## src/tsc_pkg.sv

```systemverilog
// shared constants and types for the touch converter serial link
package tsc_pkg;
	// control byte field positions
	localparam int unsigned START_BIT = 7;
	localparam int unsigned ADDR_HI = 6;
	localparam int unsigned ADDR_LO = 4;
	localparam int unsigned RES_BIT = 3;
	localparam int unsigned REFMODE_BIT = 2;
	localparam int unsigned PWR_HI = 1;
	localparam int unsigned PWR_LO = 0;
	// serial sequence counts, in serial clocks
	localparam logic [4:0] BYTE_CLOCKS = 5'h08;
	localparam logic [4:0] ACQ_START_BIT = 5'h05;
	localparam logic [4:0] FRAME_CLOCKS = 5'h18;
	localparam logic [4:0] GAP_12BIT = 5'h0F;
	localparam logic [4:0] GAP_8BIT = 5'h0B;
	localparam logic [4:0] EDGE_SAT = 5'h1F;
	localparam logic [3:0] LEN_12BIT = 4'hC;
	localparam logic [3:0] LEN_8BIT = 4'h8;
	// channel addresses with side effects
	localparam logic [2:0] ADDR_TEMP0 = 3'h0;
	localparam logic [2:0] ADDR_BATT = 3'h2;
	localparam logic [2:0] ADDR_TEMP1 = 3'h7;
	// power mode codes
	localparam logic [1:0] PWR_AUTO = 2'h0;
	localparam logic [1:0] PWR_REF_OFF = 2'h1;
	localparam logic [1:0] PWR_ALWAYS = 2'h3;
	// host timing: serial clock half period
	localparam int unsigned CLK_PERIOD_NS = 50;
	localparam int unsigned SCLK_HALF_NS = 250;
	localparam logic [3:0] SCLK_HALF_CYC = 4'((SCLK_HALF_NS + CLK_PERIOD_NS - 1) / CLK_PERIOD_NS);
	// host register map, then first serial clock the host samples
	localparam logic [7:0] REG_CTRL = 8'h00;
	localparam logic [7:0] REG_STATUS = 8'h04;
	localparam logic [7:0] REG_RESULT = 8'h08;
	localparam logic [4:0] SAMPLE_FIRST = 5'h09;
	typedef enum logic [1:0] {
		TSC_WAIT = 2'b00,
		TSC_BYTE = 2'b01
	} tsc_ctl_t;
	typedef enum logic [1:0] {
		TSC_H_IDLE = 2'b00,
		TSC_H_SETUP = 2'b01,
		TSC_H_RUN = 2'b10,
		TSC_H_END = 2'b11
	} tsc_host_t;
endpackage : tsc_pkg

```

## src/tsc_link_if.sv

```systemverilog
// serial link between host and touch converter
`timescale 1ns/1ps
interface tsc_link_if;
	logic serial_shift_clock;
	logic cs_n;
	logic din;
	logic dout;
	logic dout_oe;
	logic busy;
	logic busy_oe;
	logic touch_interrupt_out_n;
	logic touch_interrupt_oe;
	modport dev (
		input serial_shift_clock,
		input cs_n,
		input din,
		output dout,
		output dout_oe,
		output busy,
		output busy_oe,
		output touch_interrupt_out_n,
		output touch_interrupt_oe
	);
	modport host (
		output serial_shift_clock,
		output cs_n,
		output din,
		input dout,
		input dout_oe,
		input busy,
		input busy_oe,
		input touch_interrupt_out_n,
		input touch_interrupt_oe
	);
endinterface : tsc_link_if

```

## src/tsc_device.sv

```systemverilog
// converter end: control byte decode, sequencing and result shift-out
// Function
// - exchanges of eight clocks, 24 per conversion
// - host sends control byte in first eight
// - acquire from bit five, hold after eight
// - drivers off during single-ended conversion
// - twelve conversion clocks, thirteenth gives last bit
// - ratiometric keeps drivers on while converting
// - trailing clocks drive output low, ignored
// - first high bit is the start marker
// - next byte every 15th or 11th clock
// - byte layout start, address, resolution, reference, power
// - address and reference mode steer mux, drivers
// - resolution bit picks 12 or 8 bits
// - reference mode high single-ended, low ratiometric
// - host uses ratiometric only for touch channels
// - code 00 auto power-down, Y-minus stays on
// - codes 01 and 10 split reference, converter
// - code 11 always on, interrupt disabled
// - reference state latched at busy rise
// - host waits for reference settling
// - address 000 unit bias, 111 82x bias
// - battery divider, temp bias only while acquiring
// - chip select high aborts, reference kept
`timescale 1ns/1ps
module tsc_device
	import tsc_pkg::*;
(
	input wire logic CLK,
	input wire logic RESETN,
	tsc_link_if.dev LINK,
	input wire logic [11:0] ADC_RESULT,
	input wire logic PEN_TOUCH,
	output logic [2:0] MUX_SEL,
	output logic DRIVERS_ON,
	output logic YMINUS_ON,
	output logic REF_DIFF,
	output logic REF_ON,
	output logic ADC_ON,
	output logic SAMPLE_HOLD,
	output logic TEMP_BIAS,
	output logic TEMP_BIAS_X82,
	output logic BAT_DIV_ON
);

	// touch-panel channels that need the panel drivers
	function automatic logic is_touch(input logic [2:0] a);
		is_touch = (a == 3'h1) || (a == 3'h3) || (a == 3'h4) || (a == 3'h5);
	endfunction : is_touch

	logic sclk_s1, sclk_s2, sclk_d;
	logic cs_s1, cs_s2;
	logic din_s1, din_s2;
	logic pen_s1, pen_s2;
	logic rise, fall, desel;
	tsc_ctl_t ctl;
	logic [7:0] shreg;
	logic [4:0] bit_cnt;
	logic [4:0] edge_cnt;
	logic [4:0] gap;
	logic [2:0] addr;
	logic res8;
	logic ref_mode;
	logic [1:0] pwr;
	logic acq;
	logic conv;
	logic load_pend;
	logic [11:0] held;
	logic [11:0] out_sh;
	logic [3:0] out_left;
	logic dout, busy, link_oe, pen_oe;

	// pins from the other chip pass two flops first
	always_ff @(posedge CLK or negedge RESETN) begin
		if (!RESETN) begin
			sclk_s1 <= 1'b0;
			sclk_s2 <= 1'b0;
			sclk_d <= 1'b0;
			cs_s1 <= 1'b1;
			cs_s2 <= 1'b1;
			din_s1 <= 1'b0;
			din_s2 <= 1'b0;
			pen_s1 <= 1'b0;
			pen_s2 <= 1'b0;
		end else begin
			sclk_s1 <= LINK.serial_shift_clock;
			sclk_s2 <= sclk_s1;
			sclk_d <= sclk_s2;
			cs_s1 <= LINK.cs_n;
			cs_s2 <= cs_s1;
			din_s1 <= LINK.din;
			din_s2 <= din_s1;
			pen_s1 <= PEN_TOUCH;
			pen_s2 <= pen_s1;
		end
	end

	assign desel = cs_s2;
	assign rise = !desel && sclk_s2 && !sclk_d;
	assign fall = !desel && !sclk_s2 && sclk_d;
	assign gap = res8 ? GAP_8BIT : GAP_12BIT;

	// control byte reception on rising edges
	always_ff @(posedge CLK or negedge RESETN) begin
		if (!RESETN) begin
			ctl <= TSC_WAIT;
			shreg <= 8'h00;
			bit_cnt <= 5'h00;
			edge_cnt <= EDGE_SAT;
			addr <= 3'h0;
			res8 <= 1'b0;
			ref_mode <= 1'b1;
			pwr <= PWR_AUTO;
			acq <= 1'b0;
			load_pend <= 1'b0;
			held <= 12'h000;
		end else if (desel) begin
			ctl <= TSC_WAIT;
			bit_cnt <= 5'h00;
			edge_cnt <= EDGE_SAT;
			acq <= 1'b0;
			load_pend <= 1'b0;
		end else begin
			if (fall && load_pend) begin
				load_pend <= 1'b0;
			end
			if (rise) begin
				if (edge_cnt != EDGE_SAT) begin
					edge_cnt <= edge_cnt + 5'h01;
				end
				case (ctl)
					TSC_WAIT: begin
						// start marker, no earlier than the gap
						if (din_s2 && edge_cnt >= gap) begin
							ctl <= TSC_BYTE;
							shreg <= 8'h01;
							bit_cnt <= 5'h01;
							edge_cnt <= 5'h01;
						end
					end
					TSC_BYTE: begin
						shreg <= {shreg[6:0], din_s2};
						bit_cnt <= bit_cnt + 5'h01;
						// acquisition once address and resolution known
						if (bit_cnt + 5'h01 == ACQ_START_BIT) begin
							addr <= shreg[2:0];
							res8 <= din_s2;
							acq <= 1'b1;
						end
						if (bit_cnt + 5'h01 == BYTE_CLOCKS) begin
							// last bit not shifted yet, so earlier fields sit one place low
							ref_mode <= shreg[REFMODE_BIT - 1];
							pwr <= {shreg[PWR_HI - 1], din_s2};
							acq <= 1'b0;
							load_pend <= 1'b1;
							held <= ADC_RESULT;
							ctl <= TSC_WAIT;
						end
					end
					default: begin
						ctl <= TSC_WAIT;
					end
				endcase
			end
		end
	end

	// result shift-out on falling edges
	always_ff @(posedge CLK or negedge RESETN) begin
		if (!RESETN) begin
			conv <= 1'b0;
			busy <= 1'b0;
			dout <= 1'b0;
			out_sh <= 12'h000;
			out_left <= 4'h0;
		end else if (desel) begin
			conv <= 1'b0;
			busy <= 1'b0;
			dout <= 1'b0;
			out_left <= 4'h0;
		end else if (fall) begin
			if (load_pend) begin
				busy <= 1'b1;
				dout <= 1'b0;
				conv <= 1'b1;
				out_sh <= held;
				out_left <= res8 ? LEN_8BIT : LEN_12BIT;
			end else begin
				busy <= 1'b0;
				if (out_left != 4'h0) begin
					// MSB first on falling edges, conversion bits
					dout <= out_sh[11];
					out_sh <= {out_sh[10:0], 1'b0};
					out_left <= out_left - 4'h1;
				end else begin
					dout <= 1'b0;
					conv <= 1'b0;
				end
			end
		end
	end

	// reference power taken when busy rises; kept through deselect
	always_ff @(posedge CLK or negedge RESETN) begin
		if (!RESETN) begin
			REF_ON <= 1'b0;
		end else if (!desel && fall && load_pend) begin
			REF_ON <= pwr[PWR_HI];
		end
	end

	// switch, bias and power controls
	always_ff @(posedge CLK or negedge RESETN) begin
		if (!RESETN) begin
			MUX_SEL <= 3'h0;
			DRIVERS_ON <= 1'b0;
			YMINUS_ON <= 1'b1;
			REF_DIFF <= 1'b0;
			ADC_ON <= 1'b0;
			SAMPLE_HOLD <= 1'b0;
			TEMP_BIAS <= 1'b0;
			TEMP_BIAS_X82 <= 1'b0;
			BAT_DIV_ON <= 1'b0;
		end else begin
			MUX_SEL <= addr;
			REF_DIFF <= !ref_mode;
			// drivers on while acquiring, during conversion only if ratiometric
			DRIVERS_ON <= is_touch(addr) && (acq || (conv && !ref_mode));
			// Y-minus held on while powered down in auto mode
			YMINUS_ON <= (pwr == PWR_AUTO) && !acq && !conv;
			ADC_ON <= acq || conv || pwr == PWR_REF_OFF || pwr == PWR_ALWAYS;
			SAMPLE_HOLD <= conv;
			// bias and divider only while acquiring
			TEMP_BIAS <= acq && addr == ADDR_TEMP0;
			TEMP_BIAS_X82 <= acq && addr == ADDR_TEMP1;
			BAT_DIV_ON <= acq && addr == ADDR_BATT;
		end
	end

	// pin drivers: released while deselected, touch line pulled low
	always_ff @(posedge CLK or negedge RESETN) begin
		if (!RESETN) begin
			link_oe <= 1'b0;
			pen_oe <= 1'b0;
		end else begin
			link_oe <= !desel;
			// interrupt silent in always-on mode; quiet from acquisition start until conversion ends
			pen_oe <= pwr != PWR_ALWAYS && pen_s2 && !acq && !load_pend && !conv;
		end
	end

	assign LINK.dout = dout;
	assign LINK.dout_oe = link_oe;
	assign LINK.busy = busy;
	assign LINK.busy_oe = link_oe;
	assign LINK.touch_interrupt_out_n = 1'b0;
	assign LINK.touch_interrupt_oe = pen_oe;

endmodule : tsc_device

```

## src/flat_wrapper.sv

```systemverilog
// flat-port wrapper written by rule: the top's interface ports become plain ports
module tsc_device_flat import tsc_pkg::*;
  (CLK, RESETN, ADC_RESULT, PEN_TOUCH, MUX_SEL, DRIVERS_ON, YMINUS_ON, REF_DIFF, REF_ON, ADC_ON, SAMPLE_HOLD, TEMP_BIAS, TEMP_BIAS_X82, BAT_DIV_ON, LINK_serial_shift_clock, LINK_cs_n, LINK_din, LINK_dout, LINK_dout_oe, LINK_busy, LINK_busy_oe, LINK_touch_interrupt_out_n, LINK_touch_interrupt_oe);
  tsc_link_if LINK_i ();
  input wire logic CLK;
  input wire logic RESETN;
  input wire logic [11:0] ADC_RESULT;
  input wire logic PEN_TOUCH;
  output logic [2:0] MUX_SEL;
  output logic DRIVERS_ON;
  output logic YMINUS_ON;
  output logic REF_DIFF;
  output logic REF_ON;
  output logic ADC_ON;
  output logic SAMPLE_HOLD;
  output logic TEMP_BIAS;
  output logic TEMP_BIAS_X82;
  output logic BAT_DIV_ON;
  input wire logic [$bits(LINK_i.serial_shift_clock)-1:0] LINK_serial_shift_clock;
  input wire logic [$bits(LINK_i.cs_n)-1:0] LINK_cs_n;
  input wire logic [$bits(LINK_i.din)-1:0] LINK_din;
  output wire logic [$bits(LINK_i.dout)-1:0] LINK_dout;
  output wire logic [$bits(LINK_i.dout_oe)-1:0] LINK_dout_oe;
  output wire logic [$bits(LINK_i.busy)-1:0] LINK_busy;
  output wire logic [$bits(LINK_i.busy_oe)-1:0] LINK_busy_oe;
  output wire logic [$bits(LINK_i.touch_interrupt_out_n)-1:0] LINK_touch_interrupt_out_n;
  output wire logic [$bits(LINK_i.touch_interrupt_oe)-1:0] LINK_touch_interrupt_oe;
  assign LINK_i.serial_shift_clock = LINK_serial_shift_clock;
  assign LINK_i.cs_n = LINK_cs_n;
  assign LINK_i.din = LINK_din;
  assign LINK_dout = LINK_i.dout;
  assign LINK_dout_oe = LINK_i.dout_oe;
  assign LINK_busy = LINK_i.busy;
  assign LINK_busy_oe = LINK_i.busy_oe;
  assign LINK_touch_interrupt_out_n = LINK_i.touch_interrupt_out_n;
  assign LINK_touch_interrupt_oe = LINK_i.touch_interrupt_oe;
  tsc_device u_core (.CLK(CLK), .RESETN(RESETN), .LINK(LINK_i), .ADC_RESULT(ADC_RESULT), .PEN_TOUCH(PEN_TOUCH), .MUX_SEL(MUX_SEL), .DRIVERS_ON(DRIVERS_ON), .YMINUS_ON(YMINUS_ON), .REF_DIFF(REF_DIFF), .REF_ON(REF_ON), .ADC_ON(ADC_ON), .SAMPLE_HOLD(SAMPLE_HOLD), .TEMP_BIAS(TEMP_BIAS), .TEMP_BIAS_X82(TEMP_BIAS_X82), .BAT_DIV_ON(BAT_DIV_ON));
endmodule
```

## config.mk

```make
export PLATFORM = sky130hd
export DESIGN_NAME = tsc_device_flat
export DESIGN_NICKNAME = d
export VERILOG_FILES = /design/src/tsc_pkg.sv /design/src/tsc_link_if.sv /design/src/tsc_device.sv /design/src/flat_wrapper.sv
export SDC_FILE = /design/constraint.sdc
export NUM_CORES = 1
export LEC_CHECK = 0
export BUFFER_PORTS_ARGS = -buffer_cell sky130_fd_sc_hd__buf_2
export CELL_PAD_IN_SITES_DETAIL_PLACEMENT = 1
export CELL_PAD_IN_SITES_GLOBAL_PLACEMENT = 1
export CORE_ASPECT_RATIO = 1.75
export CORE_UTILIZATION = 47
export CTS_CLUSTER_SIZE = 8
export DETAILED_ROUTE_END_ITERATION = 10
export GPL_ROUTABILITY_DRIVEN = 0
export PLACE_DENSITY = 0.79
export SETUP_SLACK_MARGIN = 0.05
export SLEW_MARGIN = 20
export SYNTH_ARGS = -nofsm -noshare
export SYNTH_HDL_FRONTEND = slang
export SYNTH_SLANG_ARGS = --single-unit
```

## constraint.sdc

```tcl
create_clock -name CLK -period 2.2 [get_ports CLK]
set_input_delay 0.44 -clock CLK [delete_from_list [all_inputs] [get_ports CLK]]
set_output_delay 0.44 -clock CLK [all_outputs]
set_load 0.05 [all_outputs]
```

==> impl_metrics.tcl <==
set metrics [dict create \
    numCtsBuffers 9 \
    drive_gt1_share_pct 29.6 \
    grt_pass1_wl_um 13300 \
    period_minus_slack_ps 1940 \
    detail-route-antenna-nets 0 \
    synth_area_mm2 0.00336 \
    drv_slew 0 \
    grt.busiest_layer "met2" \
    seq_area_mm2 0.00194 \
    firstDrtPassIters 4 \
    cts_setup_buffers 0 \
    worstSetupPathType "register to register" \
    cp.arrival_ps 2150 \
    slew-limit-headroom_pct 65.8 \
    drt-total-wl_um 7860 \
    clock-sinks 77 \
    fin_skew_ps 6.09 \
    grt_util_all_layers_pct 24.0 \
    placement_rows 40 \
    avgViaCountPerCell 5.69 \
    stdcell_count 419 \
    p_leak_nw 1.82 \
    vdd_drop_max_v 0.000654 \
    critPathMaxFanout 7 \
    seq_area_frac_synth_pct 57.8 \
    grt_setup_unrepaired "false" \
    hp-class "primary input to async pin" \
    wl_per_cell_um 18.8 \
    initial_core_util_pct 48.6 \
    worst_pin_slew_ps 513 \
    die-width_um 65.9 \
    antenna_found_initial 0 \
    post_cts_resized 0 \
    synthArstFlopShare_pct 100 \
    cp-end-kind "register" \
    avgSynthCellArea_um2 11.8 \
    die-area_mm2 0.00750 \
    ys_types 54 \
    synth_flop_cell "dfrtp_1" \
    path_clk_slew_ps 60 \
    hpwl_um 5200 \
    synth-edff-count 0 \
    synth_nets 309 \
    max_freq_mhz 516 \
    coreArea_mm2 0.00691 \
    hold_buffers 0 \
    n_fill_cell 754 \
    grt_pass1_vias 2688 \
    r2r_slack_ps 260 \
    setup_viol 0 \
    grt_start_max_net_pins 42 \
    power-per-cell-area_mw_per_mm2 777 \
    vias 2383 \
    synth-seq-cells 77 \
    portBuffers 34 \
    startpoint_type "register" \
    grt_util_met1_pct 24.8 \
    netlist_instances 285 \
    num-nets-final 354 \
    dp.cells 403 \
    tritoncts "built" \
    htree_levels 3 \
    use_met2_pct 45.0 \
    cp.required_ps 2410 \
    diodes 0 \
    grt-ovfl-total 0 \
    hold_violations 0 \
    multi_input_area_mm2 0.00131 \
    yosys_warnings 0 \
    syn2layout_area_growth_pct 18.7 \
    met3_usage_pct 4.40 \
    status "completed" \
    num_io_pins 36 \
    clock_latency_ps 330 \
    drc 0 \
    drtIter0Drc 136 \
    post-route-period-util_pct 88.1 \
    dieHeight_um 114 \
    maxCapViolCount 0 \
    root_buffer "clkbuf_16" \
    clockBufferDepth 2 \
    tns_ps 0 \
]
## worst max-delay path, cell delays in order, from the launching register on
cell and delay, ps:
dfrtp_1 450, ha_1 260, nand2b_1 160, o21ai_0 120, a31oi_1 430, mux2_2 390
## flip-flops by register name, indices dropped and copies added, names as in the netlist, 2 cells and up
signal / cells
u_core.held: 12
u_core.out_sh: 12
u_core.bit_cnt: 5
u_core.edge_cnt: 5
u_core.out_left: 4
u_core.MUX_SEL: 3
u_core.addr: 3
u_core.shreg: 3
u_core.pwr: 2
## metrics by stage
| step | util [%] | hold WS [ps] | instance area [um2] | setup slack [ps] | total power [mW] |
|---|---|---|---|---|---|
| after global placement | 53.4 | 333 | 3690 | 401 | 1.67 |
| after CTS | 57.7 | 98.5 | 3980 | 261 | 3.14 |
| after detailed placement | 53.4 | 336 | 3690 | 258 | 1.68 |
| after global routing | 57.7 | 119 | 3980 | 120 | 3.22 |
| after floorplan | - | 144 | 3360 | 417 | 1.59 |
| final | 57.7 | 87.2 | 3980 | 262 | 3.09 |
## layer usage
metal / vias to the layer above / part of all wire (%)
met2: 42 / 58
met1: 1221 / 37
met3: 16 / 2.6
met4: 0 / 2.4
li1: 1104 / -
met5: - / 0
## kinds of logic (layout without fill, tap and decap cells)
logic type               after synthesis  after routing  share of synthesized area [%]
AO/OA/AOI/OAI                         61             61                           11.4
XOR/XNOR                               1              1                          0.261
adder cells (fa/ha/maj)                6              6                           2.24
buffers and inverters                 24             74                           3.36
flip-flops                            77             77                           57.8
multiplexers                          32             32                           11.4
other                                  1              1                          0.112
AND/OR/NAND/NOR                       83             83                           13.5
## placed cells by master, fill, tap and decap left out, types with 3 or more instances in the layout
master,n
a21oi_1,26
and2_1,5
buf_2,33
buf_4,13
clkbuf_16,9
dfrtp_1,68
dfstp_2,9
ha_1,6
inv_1,9
mux2_2,11
mux2_4,9
mux2i_1,11
nand2_1,13
nand2b_1,5
nand3_1,8
nand4_1,4
nor2_1,21
nor2b_1,3
nor3_1,7
nor4_1,3
o21ai_0,13
## synthesized netlist by cell type (4+ instances only)
cell type   n  share of area (%)
nand3_1     8                1.2
nor2_1     21                2.3
buf_2       5               0.75
nor3_1      7                1.0
mux2_4      9                4.0
inv_1       9                1.0
nand2_1    13                1.5
a21oi_1    26                3.9
dfrtp_1    68                 51
nand4_1     4               0.75
o21ai_0    13                1.9
nand2b_1    5               0.93
ha_1        6                2.2
mux2_2     11                3.7
mux2i_1    11                3.3
and2_1      5               0.93
dfstp_2     9                7.0
## final timing paths
kind	from	to	cells after the start
setup reg to reg	u_core.bit_cnt[0]	u_core.addr[1]	5
min in group CLK	LINK_cs_n	u_core.cs_s1	1
hold / removal	RESETN	u_core.LINK.busy_oe	1
setup / recovery	u_core.bit_cnt[0]	u_core.addr[1]	5
hold reg to reg	u_core.sclk_s1	u_core.sclk_s2	0
max in group asynchronous	RESETN	u_core.YMINUS_ON	2
## report_power, final
group / internal [mW] / switching, mW / leakage, nW
logic: 0.0645 / 0.108 / 0.660
registers: 1.45 / 0.0316 / 1.01
clock network: 0.905 / 0.536 / 0.143
total: 2.42 / 0.675 / 1.82
## final cells by class
class / instances / share of cell area [%]
clock inverters: 4 / 1.19
well taps: 84 / 2.64
flip-flops and latches: 77 / 48.7
inverters: 10 / 0.943
clock buffers: 12 / 6.19
repair buffers: 48 / 7.60
multi-input cells: 184 / 32.8
(Power assumes the default switching activity.)
